**config.mk**
```make
export PLATFORM = sky130hd
export DESIGN_NAME = tbd_distributor
export DESIGN_NICKNAME = d
export VERILOG_FILES = /design/src/rtl/tbd_pkg.sv /design/src/rtl/tbd_sync.sv /design/src/rtl/tbd_distributor.sv
export SDC_FILE = /design/constraint.sdc
export NUM_CORES = 1
export LEC_CHECK = 0
export BUFFER_PORTS_ARGS = -buffer_cell sky130_fd_sc_hd__buf_2
export CAP_MARGIN = 20
export CORE_MARGIN = 4
export CORE_UTILIZATION = 51
export DETAILED_ROUTE_END_ITERATION = 6
export GPL_TIMING_DRIVEN = 1
export PLACE_DENSITY = 0.93
export SLEW_MARGIN = 20
export SYNTH_ARGS = -nofsm -noshare
export SYNTH_HDL_FRONTEND = slang
export SYNTH_SLANG_ARGS = --single-unit
export TNS_END_PERCENT = 5
```
**constraint.sdc**
```tcl
create_clock -name clk -period 2.9 [get_ports clk]
set_clock_uncertainty 0.15 [all_clocks]
set_input_delay 0.145 -clock clk [delete_from_list [all_inputs] [get_ports clk]]
set_output_delay 0.145 -clock clk [all_outputs]
set_load 0.02 [all_outputs]
```
**src/rtl/tbd_pkg.sv**
```systemverilog
package tbd_pkg;
   localparam int unsigned TBD_WIDTH       = 10;
   localparam int unsigned TBD_MAX_SLAVES  = 4;
   localparam logic        TBD_REF_SEL_RST = 1'b0;
   localparam logic        TBD_SEL_REF10   = 1'b0;
   localparam logic        TBD_SEL_CLK125  = 1'b1;
   localparam int unsigned TBD_SYNC_STAGES = 2;
   typedef enum logic {TBD_ROLE_SLAVE, TBD_ROLE_MASTER} tbd_role_type;
endpackage

```
**src/rtl/tbd_sync.sv**
```systemverilog
`timescale 1ns/1ps
`default_nettype none
// Two-flop synchroniser for a vector; only the second stage leaves
module tbd_sync
   import tbd_pkg::*;
(
   input  wire logic                 clk,
   input  wire logic                 rst,
   input  wire logic [TBD_WIDTH-1:0] d,
   output logic      [TBD_WIDTH-1:0] q
);
   logic [TBD_WIDTH-1:0] meta_reg;

   // First stage feeds second stage only
   always_ff @(posedge clk)
   begin
      if (rst)
      begin
         meta_reg <= '0;
         q        <= '0;
      end
      else
      begin
         meta_reg <= d;
         q        <= meta_reg;
      end
   end
endmodule // tbd_sync
`default_nettype wire

```
**src/rtl/tbd_distributor.sv**
```systemverilog
`timescale 1ns/1ps
`default_nettype none
// Timing bus distributor: master resyncs and drives, slave listens
module tbd_distributor
   import tbd_pkg::*;
(
   input  wire logic                 clk,
   input  wire logic                 rst,
   input  wire logic                 master_mode,
   input  wire logic                 ref_sel,
   input  wire logic                 ref10_in,
   input  wire logic                 front_en,
   input  wire logic                 back_en,
   input  wire logic [TBD_WIDTH-1:0] timing_in,
   input  wire logic [TBD_WIDTH-1:0] front_i,
   output logic      [TBD_WIDTH-1:0] front_o,
   output logic      [TBD_WIDTH-1:0] front_oe,
   input  wire logic [TBD_WIDTH-1:0] back_i,
   output logic      [TBD_WIDTH-1:0] back_o,
   output logic      [TBD_WIDTH-1:0] back_oe,
   output logic      [TBD_WIDTH-1:0] timing_out,
   output logic                      is_master
);
   logic [TBD_WIDTH-1:0] in_sync;
   logic [TBD_WIDTH-1:0] drive_reg;
   logic [TBD_WIDTH-1:0] drive_next;
   logic [TBD_WIDTH-1:0] rx_sync;
   logic [TBD_WIDTH-1:0] out_next;
   logic [1:0]           ref_reg;
   logic                 ref_sel_reg;
   tbd_role_type         role_reg;
   wire                  ref_rise;
   wire                  upd_en;
   wire                  drive_front;
   wire                  drive_back;
   wire  [TBD_WIDTH-1:0] bus_pins;

   // Role test shared by the drive gates, the status output and the checks
   function automatic logic role_is_master(input tbd_role_type role);
      return (role == TBD_ROLE_MASTER);
   endfunction

   // Master inputs brought into the clock domain first
   // Two stages cost two cycles of latency but give a full cycle to settle,
   // which matters because the external timing lines have no phase relation
   tbd_sync u_in_sync
   (
      .clk (clk),
      .rst (rst),
      .d   (timing_in),
      .q   (in_sync)
   );

   // Readback path: whichever enabled bus pins are actually seen
   // Only one bus is watched; with both enabled the front ribbon wins, so a
   // broken backplane link goes unnoticed by the master in that setup
   assign bus_pins = front_en ? front_i : back_i;

   tbd_sync u_rx_sync
   (
      .clk (clk),
      .rst (rst),
      .d   (bus_pins),
      .q   (rx_sync)
   );

   // Selection and role latch; ref defaults to 10 MHz after reset
   // The reference level is kept one cycle back so a rise can be spotted
   always_ff @(posedge clk)
   begin
      if (rst)
      begin
         ref_reg     <= 2'h0;
         ref_sel_reg <= TBD_REF_SEL_RST;
         role_reg    <= TBD_ROLE_SLAVE;
      end
      else
      begin
         ref_reg     <= {ref_reg[0], ref10_in};
         ref_sel_reg <= ref_sel;
         role_reg    <= master_mode ? TBD_ROLE_MASTER : TBD_ROLE_SLAVE;
      end
   end

   // Update enable: one pulse per rising 10 MHz edge, or every 125 MHz cycle
   // Updating only on reference edges lines all cards up on the same
   // 100 ns grid, at the price of up to one reference period of delay
   assign ref_rise   = ref_reg[0] & ~ref_reg[1];
   assign upd_en     = (ref_sel_reg == TBD_SEL_CLK125) | ref_rise;
   assign drive_next = upd_en ? in_sync : drive_reg;

   // Slave output is plain registered bus; master reads own pins too
   // Taking the pins, not drive_reg, gives the master the slaves' timing
   assign out_next   = rx_sync;

   always_ff @(posedge clk)
   begin
      if (rst)
      begin
         drive_reg  <= '0;
         timing_out <= '0;
      end
      else
      begin
         drive_reg  <= drive_next;
         timing_out <= out_next;
      end
   end

   // Only a master enables drivers; each bus gated by its own enable
   // A second master on one bus would fight; the role input must prevent it
   assign drive_front = role_is_master(role_reg) & front_en;
   assign drive_back  = role_is_master(role_reg) & back_en;

   // All ten lines treated alike; meaning left to the application
   genvar g;
   generate
      for (g = 0; g < TBD_WIDTH; g++)
      begin : g_line
         assign front_oe[g] = drive_front;
         assign back_oe[g]  = drive_back;
      end
   endgenerate

   // Both buses carry the one registered value
   assign front_o   = drive_reg;
   assign back_o    = drive_reg;
   assign is_master = role_is_master(role_reg);

   // Slave never drives either bus
   a_slave_tristate: assert property (@(posedge clk) disable iff (rst)
      (role_reg == TBD_ROLE_SLAVE) |-> (front_oe == '0 && back_oe == '0))
      else $error("slave drives bus");

   // Master with front enabled drives every front line
   a_master_front_drive: assert property (@(posedge clk) disable iff (rst)
      (is_master && front_en) |-> (&front_oe))
      else $error("master not driving front bus");

   // Backplane enable alone decides backplane drive
   a_back_drive: assert property (@(posedge clk) disable iff (rst)
      (is_master && back_en && !front_en) |-> (&back_oe))
      else $error("backplane not driven");

   // Backplane driven alongside the front bus as well
   a_back_master: assert property (@(posedge clk) disable iff (rst)
      (is_master && back_en) |-> (&back_oe))
      else $error("backplane not driven with front");

   // In 10 MHz mode the driven value holds between reference edges
   a_ref10_hold: assert property (@(posedge clk) disable iff (rst)
      (ref_sel_reg == TBD_SEL_REF10 && !ref_rise) |=> $stable(drive_reg))
      else $error("bus changed off reference edge");

   // In 10 MHz mode a reference edge loads the synchronised inputs
   a_ref10_update: assert property (@(posedge clk) disable iff (rst)
      (ref_sel_reg == TBD_SEL_REF10 && ref_rise) |=> (drive_reg == $past(in_sync)))
      else $error("bus missed reference edge");

   // A reference rise is a single-cycle pulse
   a_ref_pulse: assert property (@(posedge clk) disable iff (rst)
      ref_rise |=> !ref_rise)
      else $error("reference pulse too long");

   // In 125 MHz mode the bus follows synchronised inputs next cycle
   a_clk125_follow: assert property (@(posedge clk) disable iff (rst)
      (ref_sel_reg == TBD_SEL_CLK125) |=> (drive_reg == $past(in_sync)))
      else $error("bus not tracking inputs");

   // Reset leaves a slave with the 10 MHz reference and quiet outputs
   a_reset_default: assert property (@(posedge clk) disable iff (rst)
      $past(rst) |-> (ref_sel_reg == TBD_REF_SEL_RST && !is_master && timing_out == '0))
      else $error("wrong state after reset");

   // Master input reaches drive exactly three cycles later in fast mode
   a_input_path: assert property (@(posedge clk) disable iff (rst)
      (ref_sel_reg == TBD_SEL_CLK125 && ref_sel == TBD_SEL_CLK125)[*4]
      |-> (drive_reg == $past(timing_in, 3)))
      else $error("master input path broken");

   // Output comes from pins three cycles back, not internal value; the
   // pins are picked on the first of those cycles, hence four of enable
   a_readback: assert property (@(posedge clk) disable iff (rst)
      (front_en)[*4] |-> (timing_out == $past(front_i, 3)))
      else $error("readback not from pins");

   // Without the front bus the view comes from the backplane pins
   a_back_readback: assert property (@(posedge clk) disable iff (rst)
      (!front_en)[*4] |-> (timing_out == $past(back_i, 3)))
      else $error("readback not from backplane");

   // Role follows the mode input one cycle later
   a_role_follow: assert property (@(posedge clk) disable iff (rst)
      !$past(rst) |-> (is_master == $past(master_mode)))
      else $error("role not following mode");

   // A disabled bus is never driven
   a_bus_off: assert property (@(posedge clk) disable iff (rst)
      (!front_en |-> front_oe == '0) and (!back_en |-> back_oe == '0))
      else $error("disabled bus driven");

   // All lines of one bus share one enable
   a_oe_uniform: assert property (@(posedge clk) disable iff (rst)
      (front_oe == '0 || &front_oe) && (back_oe == '0 || &back_oe))
      else $error("bus lines enabled unevenly");

   // Driven value is the same on both buses
   a_same_value: assert property (@(posedge clk) disable iff (rst)
      (front_o == back_o))
      else $error("bus values differ");
endmodule // tbd_distributor
`default_nettype wire

```
==> results of run 1 <==
[worst max-delay path: cells and delay by family]
family / cells / cell delay (ns)
buf+inv: 3 / 1.25
mux: 1 / 0.13
simple gates: 1 / 0.04
[path summary, 6_finish.rpt]
| path | end | cells after the start |
|---|---|---|
| setup / recovery | u_rx_sync.meta_reg[8] | 5 |
| hold / removal | u_rx_sync.meta_reg[3] | 2 |
| setup reg to reg | back_o[8] | 4 |
| hold reg to reg | u_in_sync.q[1] | 1 |
[cell type report]
cell class                 count  area [um2]
tap                           50        62.6
clock buffer                  12         145
clock inverter                 1        30.0
inverter                       1        3.75
fill                         293        1160
timing repair buffer         121         776
multi-input combinational     97         656
sequential                    64        1280
[kinds of logic after synthesis]
kind of cell / Yosys count / share of synthesized area, %
AO/OA/AOI/OAI: 1 / 0.224
buffers and inverters: 41 / 13.3
flip-flops: 64 / 57.4
multiplexers: 20 / 8.96
AND/OR/NAND/NOR: 76 / 20.2
[what timing repair did]
item / 4_1_cts / 5_1_grt
gates resized for setup: 0 / 0
hold endpoints to repair: 23 / 0
hold buffers: 33 / 0
[synth_stat cells, drive strengths merged]
master  count  area share (%)
buf        40              13
dfxtp      64              57
nor2b      44              12
mux2i      20             9.0
nor2       10             1.7
inv         1            0.17
nand2b     20             5.6
and2        2            0.56
a21oi       1            0.22
[per-stage QoR]
step / hold WS, ns / power (mW) / cell area, um2 / setup slack, ns / utilization (%)
floorplan: 0.123 / 1.06 / 2230 / 1.69 / -
global placement: 0.205 / 1.09 / 2450 / 1.41 / 59.4
detailed placement: 0.213 / 1.10 / 2450 / 1.37 / 59.4
CTS: 0.283 / 1.82 / 2950 / 1.40 / 71.7
global route: 0.195 / 1.88 / 2950 / 1.31 / 71.8
finish: 0.181 / 1.80 / 2950 / 1.36 / 71.8
[power breakdown]
part / leakage [nW] / switching, mW / internal, mW
sequential: 0.527 / 0.00985 / 0.919
clock: 0.0884 / 0.279 / 0.407
combinational: 0.831 / 0.0882 / 0.100
total: 1.45 / 0.377 / 1.43
[layer usage]
| layer | track usage, % | vias up | part of all wire [%] |
|---|---|---|---|
| met5 | 0 | - | 0 |
| met4 | 8.45 | 0 | 3.5 |
| met2 | 26.2 | 53 | 50 |
| met1 | 17.4 | 653 | 40 |
| met3 | 6.35 | 13 | 6.2 |
| li1 | - | 771 | - |
==> impl_metrics.py, run 1 <==
metrics = {
    "floorplan": {
        "start_util_pct": 54.3,
        "die_y_um": 74.2,
        "rows": 23,
        "die_area_um2": 5500,
        "num_io_pins": 88,
        "core_um2": 4120,
        "die_x_um": 74.2,
    },
    "sta": {
        "clock.fmax_mhz": 651,
        "setup_violations": 0,
        "min_period_over_period_pct": 52.9,
        "slew_headroom_pct": 59.0,
        "fin_crit_ns": 1.54,
        "drv_slew": 0,
        "finalHoldViolCount": 0,
        "grt_setup_unrepaired": "false",
        "worst_pin_slew_ns": 0.615,
        "setup_tns_ns": 0,
    },
    "finish": {
        "area_growth_pct": 32.3,
        "final_common_cell": "buf_2",
        "final_cell_mix": "buf_2, dfxtp_1, nor2b_1",
        "drive_gt1_share_pct": 33.4,
        "antenna_cells": 0,
        "final_nets": 331,
        "layoutNonFillerInstCount": 346,
    },
    "synth": {
        "ys_warn_count": 0,
        "syn-mean-instance-area_um2": 11.1,
        "synth_fp_nets": 239,
        "synth_seq_area_share_pct": 57.4,
        "netlist_area_um2": 2230,
        "synth_cells": 202,
        "synth_seq_cells": 64,
        "ys_types": 11,
    },
    "clocking": {
        "ctsRootBufferMaster": "clkbuf_8",
        "post_cts_buffers": 0,
        "cts_inserted_buffers": 9,
        "htree_levels": 3,
        "cts_sinks": 64,
        "cts_buffer_depth": 2,
        "cts_tree": "built",
        "clk_latency_ns": 0.32,
        "clkTransAtPathRegs_ns": 0.06,
    },
    "critical_path": {
        "criticalPathCategory": "in -> reg",
        "regToRegSetupSlack_ns": 1.79,
        "worst_setup_path_end_kind": "flip-flop",
        "startpoint": "back_i[8]",
        "start_kind": "input pin",
        "critPathMaxStageDelay_ns": 0.57,
        "rr_startpoint": "ref_reg[1]",
        "critical_path.cell_chain": "dlygate4sd3_1 > buf_2 > mux2i_1 > dlygate4sd3_1 > nor2_1",
        "cp_slowest_cell": "dlygate4sd3_1",
        "critPathMaxFanout": 1,
        "crit_arrival_ns": 1.57,
        "required_ns": 2.93,
        "critPathMostFrequentCell": "dlygate4sd3_1",
    },
    "global_routing": {
        "antenna_found_initial": 0,
        "grt_pass1_wl_um": 6380,
        "grt_pass1_vias": 1392,
        "grt_max_degree": 75,
        "overflow": 0,
        "grt_usage_pct": 15.8,
    },
    "flow_run": {
        "maxCapViolCount": 0,
    },
    "placement": {
        "dp.cells": 300,
        "gp_congestion": 0.715,
        "port_buffers": 87,
    },
    "pwr": {
        "leakagePower_nw": 1.45,
        "p_per_area_nw_per_um2": 610,
        "ir_worst_vdd_v": 0.000378,
    },
    "detailed_routing": {
        "drt_iter0_markers": 51,
        "drc": 0,
        "vias_per_cell": 4.31,
        "vias": 1490,
        "ant_nets": 0,
        "firstDrtPassIters": 4,
        "finalWirelength_um": 4010,
        "wl_per_cell_um": 11.6,
    },
    "min_path": {
        "hp-start": "rst",
        "hp-class": "in -> reg",
    },
    "run_status": {
        "status": "completed",
    },
}
(Power assumes the default switching activity.)
==> run 2, diff against run 1 <==
--- a/config.mk
+++ b/config.mk
@@ -8,10 +8,10 @@
 export BUFFER_PORTS_ARGS = -buffer_cell sky130_fd_sc_hd__buf_2
 export CAP_MARGIN = 20
 export CORE_MARGIN = 4
-export CORE_UTILIZATION = 51
+export CORE_UTILIZATION = 43
 export DETAILED_ROUTE_END_ITERATION = 6
 export GPL_TIMING_DRIVEN = 1
-export PLACE_DENSITY = 0.93
+export PLACE_DENSITY = 0.85
 export SLEW_MARGIN = 20
 export SYNTH_ARGS = -nofsm -noshare
 export SYNTH_HDL_FRONTEND = slang
==> constraint.sdc (replaced) <==
create_clock -name clk -period 1.3 [get_ports clk]
set_clock_uncertainty 0.15 [all_clocks]
set_input_delay 0.065 -clock clk [delete_from_list [all_inputs] [get_ports clk]]
set_output_delay 0.065 -clock clk [all_outputs]
set_load 0.02 [all_outputs]
==> run 2 against run 1 <==
Effect of this change:
- clock power grew 120%
- combinational power grew 120%
- worst hold slack lost 0.12 ns
- non-clock buffer count grew 3
- first-iteration DRC count shrank 12%
- critical endpoint is now back_oe[2]
- largest cell class unchanged
- largest power group unchanged
- highest routed layer unchanged
==> impl_metrics.py, run 2 (synthesis gave the netlist of run 1 again) <==
metrics = {
    "placement": {
        "dp.cells": 319,
        "place_ws_ns": 0.175,
        "gp_congestion": 0.712,
        "port_buffers": 87,
        "dp_hpwl_um": 2380,
        "place_area_um2": 2490,
    },
    "sta": {
        "whs_ns": 0.0580,
        "finalHoldViolCount": 0,
        "fin_crit_ns": 1.23,
        "slew_headroom_pct": 82.1,
        "min_period_over_period_pct": 94.6,
        "drv_slew": 0,
        "setup_slack_ns": 0.0702,
        "grt_setup_unrepaired": "true",
        "clock.fmax_mhz": 813,
        "worst_pin_slew_ns": 0.269,
        "setup_violations": 0,
        "setup_tns_ns": 0,
    },
    "finish": {
        "final_nets": 334,
        "antenna_cells": 0,
        "fillers": 414,
        "fin_util_pct": 62.0,
        "final_cell_mix": "buf_2, dfxtp_1, nor2b_1",
        "layoutNonFillerInstCount": 369,
        "drive_gt1_share_pct": 35.1,
        "final_area_um2": 3030,
        "final_common_cell": "buf_2",
        "area_growth_pct": 35.5,
    },
    "critical_path": {
        "required_ns": 1.09,
        "crit_arrival_ns": 1.01,
        "criticalPathCategory": "reg -> out",
        "regToRegSetupSlack_ns": 0.17,
        "worst_setup_path_end_kind": "primary output",
        "critPathMaxFanout": 10,
        "start_kind": "flip-flop",
    },
    "clocking": {
        "cts_sinks": 64,
        "cts_inserted_buffers": 9,
        "cts_buffer_depth": 2,
        "post_cts_buffers": 0,
        "clk_latency_ns": 0.32,
        "ctsRootBufferMaster": "clkbuf_8",
        "cts_tree": "built",
        "clkTransAtPathRegs_ns": 0.06,
        "htree_levels": 3,
    },
    "min_path": {
        "hp-class": "in -> reg",
    },
    "global_routing": {
        "grt_pass1_vias": 1443,
        "grt_usage_pct": 13.5,
        "antenna_found_initial": 0,
        "grt_pass1_wl_um": 6380,
        "grt_max_degree": 75,
        "overflow": 0,
    },
    "pwr": {
        "p_per_area_nw_per_um2": 1330,
        "ir_worst_vdd_v": 0.000609,
        "leakagePower_nw": 1.47,
        "total_power_mw": 4.04,
    },
    "run_status": {
        "status": "completed",
    },
    "floorplan": {
        "die_x_um": 80.1,
        "rows": 25,
        "core_um2": 4880,
        "num_io_pins": 88,
        "die_y_um": 80.1,
        "die_area_um2": 6410,
        "start_util_pct": 45.8,
    },
    "detailed_routing": {
        "firstDrtPassIters": 4,
        "finalWirelength_um": 4130,
        "drc": 0,
        "ant_nets": 0,
        "drt_iter0_markers": 45,
        "vias_per_cell": 4.09,
        "wl_per_cell_um": 11.2,
        "vias": 1508,
    },
    "flow_run": {
        "maxCapViolCount": 0,
    },
}
[run 2: cell types whose count changed in the layout (fill, tap and decap cells not counted), sizes merged]
| cell | change |
|---|---|
| clkinv | +3 |
| buf | +2 |
| dlygate4sd3 | +1 |
[run 2: final timing paths]
kind | start | cells past startpoint | to
worst max-delay path | is_master | 2 | back_oe[2]
worst min-delay path | rst | 3 | u_in_sync.meta_reg[8]
worst max register to register | ref_reg[1] | 4 | back_o[7]
worst min register to register | u_rx_sync.meta_reg[9] | 1 | u_rx_sync.q[9]
[run 2: what timing repair did]
item / 4_1_cts / 5_1_grt
hold buffers: 34 / 0
gates resized for setup: 2 / 5
endpoints found under the hold margin: 23 / 0
pin swaps: 0 / 1
endpoints found under the setup margin: 20 / 20
[run 2: worst max-delay path, stage by stage (launching register included)]
cell     delay, ns
dfxtp_2       0.34
and2_4        0.18
buf_2         0.17
[run 2: final cells by class]
class	instances	area, um2	share of cell area (%)
Inverter	1	3.75	0.124
Clock inverter	4	45.0	1.49
Tap cell	67	83.8	2.77
Timing Repair Buffer	124	816	27.0
Sequential cell	64	1280	42.4
Clock buffer	12	135	4.46
Multi-Input combinational cell	97	661	21.8
[run 2: where the power goes]
| group | leakage [nW] | internal, mW | switching, mW |
|---|---|---|---|
| combinational | 0.852 | 0.227 | 0.196 |
| clock | 0.0941 | 0.877 | 0.666 |
| sequential | 0.527 | 2.05 | 0.0215 |
[run 2: per-layer routing]
metal  share of wire, %  global-route usage [%]
met5                  0                       0
met4                5.6                    11.7
met3                6.4                    4.93
met2                 52                    23.6
met1                 36                    12.3
==> run 3, diff against run 2 <==
--- a/config.mk
+++ b/config.mk
@@ -8,10 +8,11 @@
 export BUFFER_PORTS_ARGS = -buffer_cell sky130_fd_sc_hd__buf_2
 export CAP_MARGIN = 20
 export CORE_MARGIN = 4
-export CORE_UTILIZATION = 43
+export CORE_UTILIZATION = 29
 export DETAILED_ROUTE_END_ITERATION = 6
 export GPL_TIMING_DRIVEN = 1
-export PLACE_DENSITY = 0.85
+export PLACE_DENSITY = 0.64
+export SETUP_SLACK_MARGIN = 0.1
 export SLEW_MARGIN = 20
 export SYNTH_ARGS = -nofsm -noshare
 export SYNTH_HDL_FRONTEND = slang
==> run 3 against run 2 <==
Effect of this change:
- critical path depth stayed put
- combinational power is 6.6% higher
- die area is 43% higher
- clock power is 9.7% higher
- critical endpoint is now back_oe[1]
==> impl_metrics.py, run 3 (synthesis gave the netlist of run 1 again) <==
metrics = {
    "flow_run": {
        "maxCapViolCount": 0,
    },
    "run_status": {
        "status": "completed",
    },
    "detailed_routing": {
        "ant_nets": 0,
        "firstDrtPassIters": 3,
        "vias_per_cell": 3.84,
        "met3WireLength_um": 211,
        "finalWirelength_um": 4490,
        "wl_met1_um": 1730,
        "vias": 1560,
        "drc": 0,
        "wl_met2_um": 2270,
        "routed.top_layer": "met4",
        "drt_iter0_markers": 21,
        "wl_per_cell_um": 11.1,
    },
    "clocking": {
        "cts_sinks": 64,
        "ctsRootBufferMaster": "clkbuf_8",
        "clkTransAtPathRegs_ns": 0.07,
        "cts_inserted_buffers": 9,
        "cts_buffer_depth": 2,
        "htree_levels": 3,
        "cts_tree": "built",
        "clk_latency_ns": 0.33,
        "post_cts_buffers": 0,
    },
    "finish": {
        "final_common_cell": "buf_2",
        "area_growth_pct": 42.4,
        "layoutNonFillerInstCount": 406,
        "drive_gt1_share_pct": 36.8,
        "final_nets": 339,
        "fillers": 710,
        "final_cell_mix": "buf_2, dfxtp_1, nor2b_1",
        "antenna_cells": 0,
        "regArea_um2": 1280,
        "multi_input_area_um2": 678,
    },
    "sta": {
        "clock.fmax_mhz": 809,
        "whs_ns": 0.0300,
        "setup_tns_ns": 0,
        "setup_violations": 0,
        "min_period_over_period_pct": 95.1,
        "grt_setup_unrepaired": "true",
        "slew_headroom_pct": 85.8,
        "worst_pin_slew_ns": 0.213,
        "drv_slew": 0,
        "fin_crit_ns": 1.24,
        "finalHoldViolCount": 0,
    },
    "floorplan": {
        "rows": 31,
        "core_um2": 7370,
        "die_y_um": 95.8,
        "die_x_um": 95.8,
        "start_util_pct": 30.3,
        "die_area_um2": 9170,
        "num_io_pins": 88,
    },
    "placement": {
        "gp_congestion": 0.731,
        "dp_hpwl_um": 2680,
        "port_buffers": 87,
        "dp.cells": 353,
    },
    "global_routing": {
        "grt_usage_pct": 10.2,
        "grt_max_degree": 42,
        "grt_pass1_wl_um": 6960,
        "grt_pass1_vias": 1569,
        "antenna_found_initial": 0,
        "overflow": 0,
    },
    "pwr": {
        "p_per_area_nw_per_um2": 1320,
        "ir_worst_vdd_v": 0.000461,
        "leakagePower_nw": 1.50,
    },
    "critical_path": {
        "crit_path_end": "back_oe[1]",
        "startpoint": "is_master",
        "criticalPathCategory": "reg -> out",
        "crit_arrival_ns": 1.02,
        "regToRegSetupSlack_ns": 0.17,
        "rr_worst_depth": 4,
        "critPathMaxFanout": 5,
        "rr_startpoint": "ref_reg[1]",
        "worst_setup_path_end_kind": "primary output",
        "r2r_end": "back_o[6]",
        "start_kind": "flip-flop",
        "required_ns": 1.09,
    },
    "min_path": {
        "hp-class": "in -> reg",
    },
}
[run 3: final cells by class]
type | count | area share, %
timing repair buffer | 127 | 27.9
tap | 99 | 3.90
multi-input combinational | 99 | 21.3
sequential | 64 | 40.4
clock buffer | 9 | 3.90
clock inverter | 7 | 2.48
inverter | 1 | 0.118
[run 3: power by group]
part / internal, mW / switching, mW
sequential: 2.05 / 0.0224
combinational: 0.248 / 0.203
clock: 0.904 / 0.787
[run 3: layer usage]
layer,vias up,global-route usage (%)
met3,24,2.19
met1,679,10.4
met2,60,17.0
met4,0,10.1
li1,797,-
met5,-,0
[run 3: stage by stage]
stage | area (um2) | util (%) | total power, mW | setup WS (ns)
final | 3180 | 43.1 | 4.21 | 0.0638
after global routing | 3180 | 43.1 | 4.42 | 0.0235
after global placement | 2550 | 34.6 | 2.46 | 0.219
after floorplan | 2230 | - | 2.37 | 0.166
after detailed placement | 2550 | 34.6 | 2.46 | 0.158
after CTS | 3180 | 43.1 | 4.27 | 0.0467
[run 3: timing repair]
item / 4_1_cts / 5_1_grt
pin swaps: 1 / 0
setup endpoints to repair: 20 / 27
gates cloned: 2 / 0
endpoints found under the hold margin: 23 / 0
resized for setup: 28 / 0
hold buffers: 35 / 0
[run 3: critical path: stages (launching register included)]
cell	delay [ns]
dfxtp_4	0.36
and2_4	0.18
buf_4	0.16
[run 3: worst min path at each step]
stage	startpoint	to	slack, ns	depth (start not counted)
global route	rst	back_o[8]	0.05	3
detailed placement	timing_in[4]	u_in_sync.meta_reg[4]	0.13	2
global placement	timing_in[6]	u_in_sync.meta_reg[6]	0.13	2
floorplan	master_mode	is_master	0.04	1
CTS	rst	back_o[4]	0.02	3
finish	rst	back_o[4]	0.03	3
